==> src/common/abc_regs.svh <==
// Purpose: Register offsets, fields and reset values of the break unit
// Assumes: Byte-wide register port, offsets chosen locally
// Notes: Definitions only
`ifndef ABC_REGS_SVH
`define ABC_REGS_SVH
// Register offsets on the device register port
`define ABC_OFS_CTRL 3'h0
`define ABC_OFS_STAT 3'h1
`define ABC_OFS_ADDR_HI 3'h2
`define ABC_OFS_ADDR_LO 3'h3
`define ABC_OFS_DATA_HI 3'h4
`define ABC_OFS_DATA_LO 3'h5
// Control fields
`define ABC_CTRL_RTIE 7
`define ABC_CTRL_CSEL_HI 6
`define ABC_CTRL_CSEL_LO 5
`define ABC_CTRL_AMSK_HI 4
`define ABC_CTRL_AMSK_LO 2
`define ABC_CTRL_DSEL_HI 1
`define ABC_CTRL_DSEL_LO 0
// Status fields
`define ABC_STAT_FLAG 7
`define ABC_STAT_IEN 6
`define ABC_STAT_RSVD 6'h3F
// Reset values
`define ABC_CTRL_RST 8'h80
`define ABC_ADDR_RST 16'hFFFF
`define ABC_DATA_RST 16'h0000
`define ABC_BYTE_ZERO 8'h00
// Controller command register offsets (software side)
`define ABC_HOST_OFS_CMD 2'h0
`define ABC_HOST_OFS_ADDR 2'h1
`define ABC_HOST_OFS_WDATA 2'h2
`define ABC_HOST_OFS_STAT 2'h3
// Controller command bits
`define ABC_CMD_WRITE 0
`define ABC_CMD_READ 1
`endif

==> src/common/abc_pkg.sv <==
// Purpose: Shared types of the break unit
// Assumes: Used with abc_regs.svh
// Notes: Types only
package abc_pkg;
	// Watched cycle type
	typedef enum logic [1:0] {
		ABC_CYC_EXEC = 2'h0,
		ABC_CYC_READ = 2'h1,
		ABC_CYC_WRITE = 2'h2,
		ABC_CYC_RDWR = 2'h3
	} abc_cyc_e;
	// Data lane compare select
	typedef enum logic [1:0] {
		ABC_DCMP_NONE = 2'h0,
		ABC_DCMP_LOW = 2'h1,
		ABC_DCMP_HIGH = 2'h2,
		ABC_DCMP_WORD = 2'h3
	} abc_dcmp_e;
	// Kind of space the bus cycle targets
	typedef enum logic [1:0] {
		ABC_SPC_MEM = 2'h0,
		ABC_SPC_IO8 = 2'h1,
		ABC_SPC_IO16 = 2'h2
	} abc_spc_e;
endpackage : abc_pkg

==> src/common/abc_if.sv <==
// Purpose: Register port between controller and break unit
// Assumes: One clock, byte-wide register data
// Notes: Read data valid in the cycle after the read strobe
`timescale 1ns/1ns
interface abc_if;
	logic [2:0] reg_addr; // Register offset
	logic [7:0] reg_wdata; // Write data
	logic reg_wr; // Write strobe
	logic reg_rd; // Read strobe
	logic [7:0] reg_rdata; // Read data, one cycle after strobe
	// Break unit end
	modport dev (
		input reg_addr,
		input reg_wdata,
		input reg_wr,
		input reg_rd,
		output reg_rdata
	);
	// Controller end
	modport host (
		output reg_addr,
		output reg_wdata,
		output reg_wr,
		output reg_rd,
		input reg_rdata
	);
endinterface : abc_if

==> src/abc_lane_cmp.sv <==
// Purpose: Compare one byte lane against a reference under a select
// Assumes: Combinational
// Notes: Instantiated once per lane
`timescale 1ns/1ns
module abc_lane_cmp #(
	parameter int W = 8
) (
	// Operands
	input wire logic [W-1:0] lane,
	input wire logic [W-1:0] ref_val,
	// Lane takes part
	input wire logic used,
	// Result
	output logic ok
);
	// Pass when unused, else exact equality
	assign ok = !used || (lane == ref_val);
endmodule : abc_lane_cmp

==> src/abc_dev.sv <==
// Purpose: Address break comparator watching the CPU internal buses
// Assumes: Inputs synchronous to ref_clk; one bus cycle per valid pulse
// Notes: Request goes to the CPU beside its interrupt mask, not through it
//
// Local design decisions: the address-and-strobe port and the register addresses.
`timescale 1ns/1ns
`include "abc_regs.svh"
module abc_dev #(
	parameter int AW = 16,
	parameter int DW = 16
) (
	// Clock, reset, enable
	input wire logic ref_clk,
	input wire logic resetn,
	input wire logic clk_en,
	// Register port
	abc_if.dev rbus,
	// CPU bus cycle
	input wire logic cyc_valid,
	input wire logic cyc_fetch,
	input wire logic cyc_write,
	input wire logic cyc_word,
	input wire abc_pkg::abc_spc_e cyc_space,
	input wire logic [AW-1:0] cyc_addr,
	input wire logic [DW-1:0] cyc_data,
	// CPU instruction sequencing
	input wire logic insn_done,
	input wire logic insn_is_rte,
	// Interrupt outputs
	output logic brk_irq,
	output logic rte_hold
);
	logic [7:0] ctrl_ff; // Control register
	logic flag_ff; // Break flag
	logic ien_ff; // Break enable
	logic flag_seen_ff; // Flag read as one since last clear
	logic [AW-1:0] addr_ff; // Break address
	logic [DW-1:0] data_ff; // Break data
	logic [7:0] rdata_ff; // Registered read data
	logic rte_hold_ff; // Mask window after return
	logic [AW-1:0] amask; // Address compare mask
	logic type_hit; // Cycle type matches
	logic addr_hit; // Address matches
	logic use_hi, use_lo; // Lanes compared
	logic hi_ok, lo_ok; // Lane results
	logic hit; // Full match
	logic [1:0] csel; // Cycle select
	logic [1:0] dsel; // Data select
	logic [2:0] asel; // Address mask select
	logic upper_lane; // Transfer rides upper lane
	logic wr_stat; // Status write
	logic rd_stat; // Status read

	assign csel = ctrl_ff[`ABC_CTRL_CSEL_HI:`ABC_CTRL_CSEL_LO];
	assign dsel = ctrl_ff[`ABC_CTRL_DSEL_HI:`ABC_CTRL_DSEL_LO];
	assign asel = ctrl_ff[`ABC_CTRL_AMSK_HI:`ABC_CTRL_AMSK_LO];
	assign wr_stat = rbus.reg_wr && (rbus.reg_addr == `ABC_OFS_STAT);
	assign rd_stat = rbus.reg_rd && (rbus.reg_addr == `ABC_OFS_STAT);

	// Cycle type selection
	always_comb
	begin
		unique case (abc_pkg::abc_cyc_e'(csel))
			abc_pkg::ABC_CYC_EXEC: type_hit = cyc_fetch;
			abc_pkg::ABC_CYC_READ: type_hit = !cyc_fetch && !cyc_write;
			abc_pkg::ABC_CYC_WRITE: type_hit = !cyc_fetch && cyc_write;
			abc_pkg::ABC_CYC_RDWR: type_hit = !cyc_fetch;
		endcase
	end

	// Address mask width; reserved codes left to software
	always_comb
	begin
		unique case (asel[1:0])
			2'h0: amask = {AW{1'b1}};
			2'h1: amask = {AW{1'b1}} << (AW / 4);
			2'h2: amask = {AW{1'b1}} << (AW / 2);
			2'h3: amask = {AW{1'b1}} << (3 * AW / 4);
		endcase
	end
	assign addr_hit = ((cyc_addr ^ addr_ff) & amask) == '0;

	// Byte lane actually carrying the transfer
	always_comb
	begin
		if (!cyc_word || cyc_space == abc_pkg::ABC_SPC_IO8)
			upper_lane = 1'b1;
		else
			upper_lane = !cyc_addr[0];
	end

	// Lanes that take part in the data check
	always_comb
	begin
		unique case (abc_pkg::abc_dcmp_e'(dsel))
			abc_pkg::ABC_DCMP_NONE:
			begin
				use_hi = 1'b0;
				use_lo = 1'b0;
			end
			abc_pkg::ABC_DCMP_LOW:
			begin
				use_hi = 1'b0;
				use_lo = 1'b1;
			end
			abc_pkg::ABC_DCMP_HIGH:
			begin
				use_hi = 1'b1;
				use_lo = 1'b0;
			end
			abc_pkg::ABC_DCMP_WORD:
			begin
				use_hi = 1'b1;
				use_lo = 1'b1;
			end
		endcase
	end

	// Upper lane against high data byte
	abc_lane_cmp #(.W(DW / 2)) u_hi (
		.lane(cyc_data[DW-1:DW/2]),
		.ref_val(data_ff[DW-1:DW/2]),
		.used(use_hi),
		.ok(hi_ok)
	);

	// Lower lane against low data byte
	abc_lane_cmp #(.W(DW / 2)) u_lo (
		.lane(cyc_data[DW/2-1:0]),
		.ref_val(data_ff[DW/2-1:0]),
		.used(use_lo),
		.ok(lo_ok)
	);

	// Exec cycles ignore data; byte lane must be the one in use
	assign hit = cyc_valid && type_hit && addr_hit && (cyc_fetch ||
		(hi_ok && lo_ok && !(use_hi && !use_lo && !upper_lane) &&
		!(use_lo && !use_hi && upper_lane)));

	// Control register
	always_ff @(posedge ref_clk or negedge resetn)
	begin
		if (!resetn)
			ctrl_ff <= `ABC_CTRL_RST;
		else if (clk_en && rbus.reg_wr && rbus.reg_addr == `ABC_OFS_CTRL)
			ctrl_ff <= rbus.reg_wdata;
	end

	// Break enable bit
	always_ff @(posedge ref_clk or negedge resetn)
	begin
		if (!resetn)
			ien_ff <= 1'b0;
		else if (clk_en && wr_stat)
			ien_ff <= rbus.reg_wdata[`ABC_STAT_IEN];
	end

	// Break flag: set wins, clear needs earlier read of one
	always_ff @(posedge ref_clk or negedge resetn)
	begin
		if (!resetn)
			flag_ff <= 1'b0;
		else if (clk_en)
		begin
			if (hit)
				flag_ff <= 1'b1;
			else if (wr_stat && !rbus.reg_wdata[`ABC_STAT_FLAG] &&
				flag_seen_ff)
				flag_ff <= 1'b0;
		end
	end

	// Read-as-one tracker for flag clearing
	always_ff @(posedge ref_clk or negedge resetn)
	begin
		if (!resetn)
			flag_seen_ff <= 1'b0;
		else if (clk_en)
		begin
			if (rd_stat && flag_ff)
				flag_seen_ff <= 1'b1;
			else if (wr_stat && !rbus.reg_wdata[`ABC_STAT_FLAG])
				flag_seen_ff <= 1'b0;
		end
	end

	// Break address and data registers
	always_ff @(posedge ref_clk or negedge resetn)
	begin
		if (!resetn)
		begin
			addr_ff <= AW'(`ABC_ADDR_RST);
			data_ff <= DW'(`ABC_DATA_RST);
		end
		else if (clk_en && rbus.reg_wr)
		begin
			// Byte writes into each half
			unique case (rbus.reg_addr)
				`ABC_OFS_ADDR_HI: addr_ff[AW-1:AW/2] <= rbus.reg_wdata;
				`ABC_OFS_ADDR_LO: addr_ff[AW/2-1:0] <= rbus.reg_wdata;
				`ABC_OFS_DATA_HI: data_ff[DW-1:DW/2] <= rbus.reg_wdata;
				`ABC_OFS_DATA_LO: data_ff[DW/2-1:0] <= rbus.reg_wdata;
				default: ;
			endcase
		end
	end

	// Read data, one cycle after the strobe
	always_ff @(posedge ref_clk or negedge resetn)
	begin
		if (!resetn)
			rdata_ff <= `ABC_BYTE_ZERO;
		else if (clk_en)
		begin
			if (!rbus.reg_rd)
				rdata_ff <= `ABC_BYTE_ZERO;
			else
			begin
				unique case (rbus.reg_addr)
					`ABC_OFS_CTRL: rdata_ff <= ctrl_ff;
					`ABC_OFS_STAT: rdata_ff <= {flag_ff, ien_ff,
						`ABC_STAT_RSVD};
					`ABC_OFS_ADDR_HI: rdata_ff <= addr_ff[AW-1:AW/2];
					`ABC_OFS_ADDR_LO: rdata_ff <= addr_ff[AW/2-1:0];
					`ABC_OFS_DATA_HI: rdata_ff <= data_ff[DW-1:DW/2];
					`ABC_OFS_DATA_LO: rdata_ff <= data_ff[DW/2-1:0];
					default: rdata_ff <= `ABC_BYTE_ZERO;
				endcase
			end
		end
	end
	assign rbus.reg_rdata = rdata_ff;

	// Mask window after return from exception
	always_ff @(posedge ref_clk or negedge resetn)
	begin
		if (!resetn)
			rte_hold_ff <= 1'b0;
		else if (clk_en && insn_done)
			rte_hold_ff <= insn_is_rte && !ctrl_ff[`ABC_CTRL_RTIE];
	end
	assign rte_hold = rte_hold_ff;

	// Request to CPU, independent of its mask bit
	assign brk_irq = flag_ff && ien_ff;
endmodule : abc_dev

==> src/flat_wrapper.sv <==
// flat-port wrapper written by rule: the top's interface ports become plain ports
module abc_dev_flat 
#(
	parameter int AW = 16,
	parameter int DW = 16
)
  (ref_clk, resetn, clk_en, cyc_valid, cyc_fetch, cyc_write, cyc_word, cyc_space, cyc_addr, cyc_data, insn_done, insn_is_rte, brk_irq, rte_hold, rbus_reg_addr, rbus_reg_wdata, rbus_reg_wr, rbus_reg_rd, rbus_reg_rdata);
  abc_if rbus_i ();
  input wire logic ref_clk;
  input wire logic resetn;
  input wire logic clk_en;
  input wire logic cyc_valid;
  input wire logic cyc_fetch;
  input wire logic cyc_write;
  input wire logic cyc_word;
  input wire abc_pkg::abc_spc_e cyc_space;
  input wire logic [AW-1:0] cyc_addr;
  input wire logic [DW-1:0] cyc_data;
  input wire logic insn_done;
  input wire logic insn_is_rte;
  output logic brk_irq;
  output logic rte_hold;
  input wire logic [$bits(rbus_i.reg_addr)-1:0] rbus_reg_addr;
  input wire logic [$bits(rbus_i.reg_wdata)-1:0] rbus_reg_wdata;
  input wire logic [$bits(rbus_i.reg_wr)-1:0] rbus_reg_wr;
  input wire logic [$bits(rbus_i.reg_rd)-1:0] rbus_reg_rd;
  output wire logic [$bits(rbus_i.reg_rdata)-1:0] rbus_reg_rdata;
  assign rbus_i.reg_addr = rbus_reg_addr;
  assign rbus_i.reg_wdata = rbus_reg_wdata;
  assign rbus_i.reg_wr = rbus_reg_wr;
  assign rbus_i.reg_rd = rbus_reg_rd;
  assign rbus_reg_rdata = rbus_i.reg_rdata;
  abc_dev #(.AW(AW), .DW(DW)) u_core (.ref_clk(ref_clk), .resetn(resetn), .clk_en(clk_en), .rbus(rbus_i), .cyc_valid(cyc_valid), .cyc_fetch(cyc_fetch), .cyc_write(cyc_write), .cyc_word(cyc_word), .cyc_space(cyc_space), .cyc_addr(cyc_addr), .cyc_data(cyc_data), .insn_done(insn_done), .insn_is_rte(insn_is_rte), .brk_irq(brk_irq), .rte_hold(rte_hold));
endmodule
==> config.mk <==
export PLATFORM = sky130hd
export DESIGN_NAME = abc_dev_flat
export DESIGN_NICKNAME = d
export VERILOG_FILES = /design/src/common/abc_pkg.sv /design/src/common/abc_if.sv /design/src/abc_lane_cmp.sv /design/src/abc_dev.sv /design/src/flat_wrapper.sv
export VERILOG_INCLUDE_DIRS = /design/src /design/src/common
export SDC_FILE = /design/constraint.sdc
export NUM_CORES = 1
export LEC_CHECK = 0
export BUFFER_PORTS_ARGS = -buffer_cell sky130_fd_sc_hd__buf_2
export CAP_MARGIN = 20
export CELL_PAD_IN_SITES_DETAIL_PLACEMENT = 1
export CELL_PAD_IN_SITES_GLOBAL_PLACEMENT = 1
export CORE_UTILIZATION = 45
export DETAILED_ROUTE_END_ITERATION = 7
export GPL_TIMING_DRIVEN = 1
export HOLD_SLACK_MARGIN = 0.02
export PLACE_DENSITY = 0.83
export SYNTH_ARGS = -nofsm -noshare
export SYNTH_HDL_FRONTEND = slang
export SYNTH_SLANG_ARGS = --single-unit
==> constraint.sdc <==
create_clock -name ref_clk -period 2.1 [get_ports ref_clk]
set_input_delay 0.105 -clock ref_clk [delete_from_list [all_inputs] [get_ports ref_clk]]
set_output_delay 0.105 -clock ref_clk [all_outputs]
set_load 0.005 [all_outputs]
==> summary.md <==
| Metric | Value |
|---|---|
| Status | finished, final reports clean |
| DRC | 0 |
| Max_cap viols | 0 |
| Synth Flop Type | dfrtp_1 |
| Crit end category | register |
| Maximum fanout along the worst path | 3 |
| Footprint of the multi-input gates | 1420 um2 |
| Die Footprint | 6700 um2 |
| Root buffer cell | clkbuf_8 |
| Standard-cell rows | 28 |
| RSZ-0062 raised after global routing | false |
| GRT Util Overall | 25.6% |
| Worst hold path class | input pin to register |
| TritonCTS clock tree | built |
| Most common cell after layout, fill and taps aside | buf_2 |
| WP buf/inv | 0 |
| Core ar. | 6030 um2 |
| Post-Route WL | 7.62 mm |
| Die height | 81.8 um |
| Number of flops mapped to enable cells by yosys | 0 |
| Critical path cell sequence | xnor2_1 -> nand4_1 -> o31ai_1 -> a31oi_1 -> o21ai_1 |
| Starting density of the core | 47.6% |
| Drt first pass iters | 4 |
| Syn Nets | 318 |
| Fillers | 702 |
| Nets@finish | 384 |
| Flops & latches, synth | 52 |
| Slew margin rel. | 62.6% |
| Fin cells | 401 |
| FF/Latch Area | 1320 um2 |
| Number of I/O port buffers | 65 |
| Highest clock rate | 0.687 GHz |
| Clock Path Buffers | 2 |
| Post-DP HPWL | 5.79 mm |
| Ys async rst share | 100% |
| Clk Latency, worst-skew pair | 0.32 ns |
| DRT iter0 DRCs | 123 |
| Peak VDD IR | 416 uV |
| Most frequent cells in the layout | buf_2 (65), dfrtp_1 (35), mux2_2 (32), xnor2_1 (32), nand2_1 (18) |
| Post-CTS setup buffer count | 0 |
| Horiz. Die Dim | 81.8 um |
| Post-DR wirelength/cell | 19.0 um |
| Sequential area share after synthesis | 46.1% |
| Final Hold Vio Count | 0 |
| CP Depth | 5 |
| CTS Buf Count | 5 |
| CP top delay family | compound AO/OA/AOI/OAI gates |
| Reg clk slew, reported paths | 0.10 ns |
| Gate Count Post-Synth | 259 |
| GRT Residual Overflow | 0 |
| CP startpoint kind | register |
| TNS Setup | 0 ns |
| Layout cells sized above 1 | 40.2% |
| R2R depth | 5 |
| Synth cell types | 39 |
| Ys Warns | 0 |
| Top-level I/O count | 66 |
| Vias | 2250 |
| Largest net degree at the start of global routing | 53 |
| Critical Path RT | 2.35 ns |
| Dpl cells | 391 |
| Crit path largest cell delay | 0.42 ns |
| Power Density | 827 nW/um2 |
| Average cell area after synthesis | 11.1 um2 |
| Synth Cell Area | 2870 um2 |
| Htree depth | 2 |
| Final-report setup violation count | 0 |
| Slowest cell on the critical path | dfrtp_1 |
| Kind of critical path | register to register |
| Initial antenna violation count | 0 |
| Worst-margin pin slew | 0.560 ns |
| Crit path DAT | 1.71 ns |
| Fin crit period | 1.46 ns |
| First-pass GRT wire length | 12.3 mm |
| GP Congestion | 0.863 |
| Vias in the first global route | 2353 |
| Max-slew violations | 0 |
| Pleak | 1.44 nW |
| Setup Skew | 0.0117 ns |
| Crit share post-route | 69.3% |
| Routed Antenna Nets | 0 |
| Clock Sinks | 52 |
| P&R area growth vs syn | 17.4% |
| Diode count | 0 |
| Via density per instance | 5.61 |
| Hold Path Depth | 3 |
Yosys cell counts, types with 3 or more instances:
cell type / n / area (um2)
nor2_2: 3 / 18.8
nor2b_1: 7 / 43.8
clkbuf_1: 3 / 11.3
mux2i_1: 4 / 40.0
nand3_1: 5 / 25.0
ha_1: 3 / 37.5
buf_2: 4 / 20.0
o221ai_1: 7 / 61.3
o22ai_1: 9 / 56.3
a22oi_1: 6 / 45.0
dfstp_2: 17 / 447
nor2_1: 4 / 15.0
xnor2_1: 32 / 280
nand2b_1: 5 / 31.3
inv_1: 17 / 63.8
a221o_1: 6 / 60.1
nand2_1: 18 / 67.6
mux2_2: 32 / 360
dfrtp_1: 35 / 876
nand4_1: 6 / 37.5
o21ai_0: 12 / 60.1
sequential cells by signal, indices dropped and copies added (netlist names):
| signal | count |
|---|---|
| u_core.data_ff | 16 |
| u_core.rbus.reg_rdata | 8 |
| u_core.flag_ff | 1 |
| u_core.ien_ff | 1 |
| u_core.addr_ff | 16 |
| u_core.rte_hold | 1 |
| u_core.ctrl_ff | 8 |
| u_core.flag_seen_ff | 1 |
routing by layer:
layer  wire length [um]  vias up  GRT usage [%]
met1               3470     1114           35.2
met3                283       11           3.00
met2               3690       67           42.0
li1                   -     1058              -
met5                  0        -              0
met4                167        0           8.25
where the power goes:
group | switching, mW | total [mW] | internal [mW]
clock network | 0.359 | 0.596 | 0.237
logic | 0.331 | 0.721 | 0.390
registers | 0.199 | 1.47 | 1.27
total | 0.889 | 2.78 | 1.89
path summary, 6_finish.rpt:
path                                   startpoint           endpoint  slack (ns)
min in group asynchronous                  resetn  u_core.ctrl_ff[6]        0.28
worst max-delay path            u_core.data_ff[6]     u_core.flag_ff        0.64
worst min-delay path                  insn_is_rte    u_core.rte_hold        0.04
worst min register to register    u_core.rte_hold    u_core.rte_hold        0.49
max in group asynchronous                  resetn  u_core.addr_ff[2]        1.48
worst max register to register  u_core.data_ff[6]     u_core.flag_ff        0.64
worst reg2reg max path: stages, from the launching register on:
cell	delay [ns]
dfrtp_1	0.42
xnor2_1	0.25
nand4_1	0.15
o31ai_1	0.31
a31oi_1	0.13
o21ai_1	0.13
kinds of logic after synthesis:
logic type,after synthesis,synth area share (%)
buffers and inverters,27,4.36
DFF,52,46.1
adders and majority gates,3,1.31
muxes,37,14.4
AOI/OAI and AO/OA,50,12.2
and+or+nand+nor,57,11.6
xor gates and xnor gates,33,10.1
cell type report:
cell class	count	area share (%)
Clock buffer	5	2.04
Timing Repair Buffer	69	11.1
Inverter	17	1.90
Tap cell	75	2.79
Multi-Input combinational cell	180	42.2
Sequential cell	52	39.3
Clock inverter	3	0.706
per-stage QoR:
step | area, um2 | total power [mW] | setup slack [ns] | utilization (%) | hold slack, ns
after floorplan | 2870 | 1.92 | 0.866 | - | -0.191
after global placement | 3250 | 2.16 | 0.469 | 54.0 | 0.118
after detailed placement | 3250 | 2.21 | 0.396 | 54.0 | 0.121
after CTS | 3370 | 2.80 | 0.617 | 55.9 | 0.0405
after global routing | 3370 | 2.94 | 0.534 | 55.9 | 0.0679
final | 3370 | 2.78 | 0.644 | 55.9 | 0.0390
timing repair:
| action | in CTS | in global routing |
|---|---|---|
| hold buffers | 2 | 0 |
| hold endpoints to repair | 36 | 0 |
| gates resized for setup | 0 | 0 |
No activity file was read; power rests on OpenSTA's default activity.
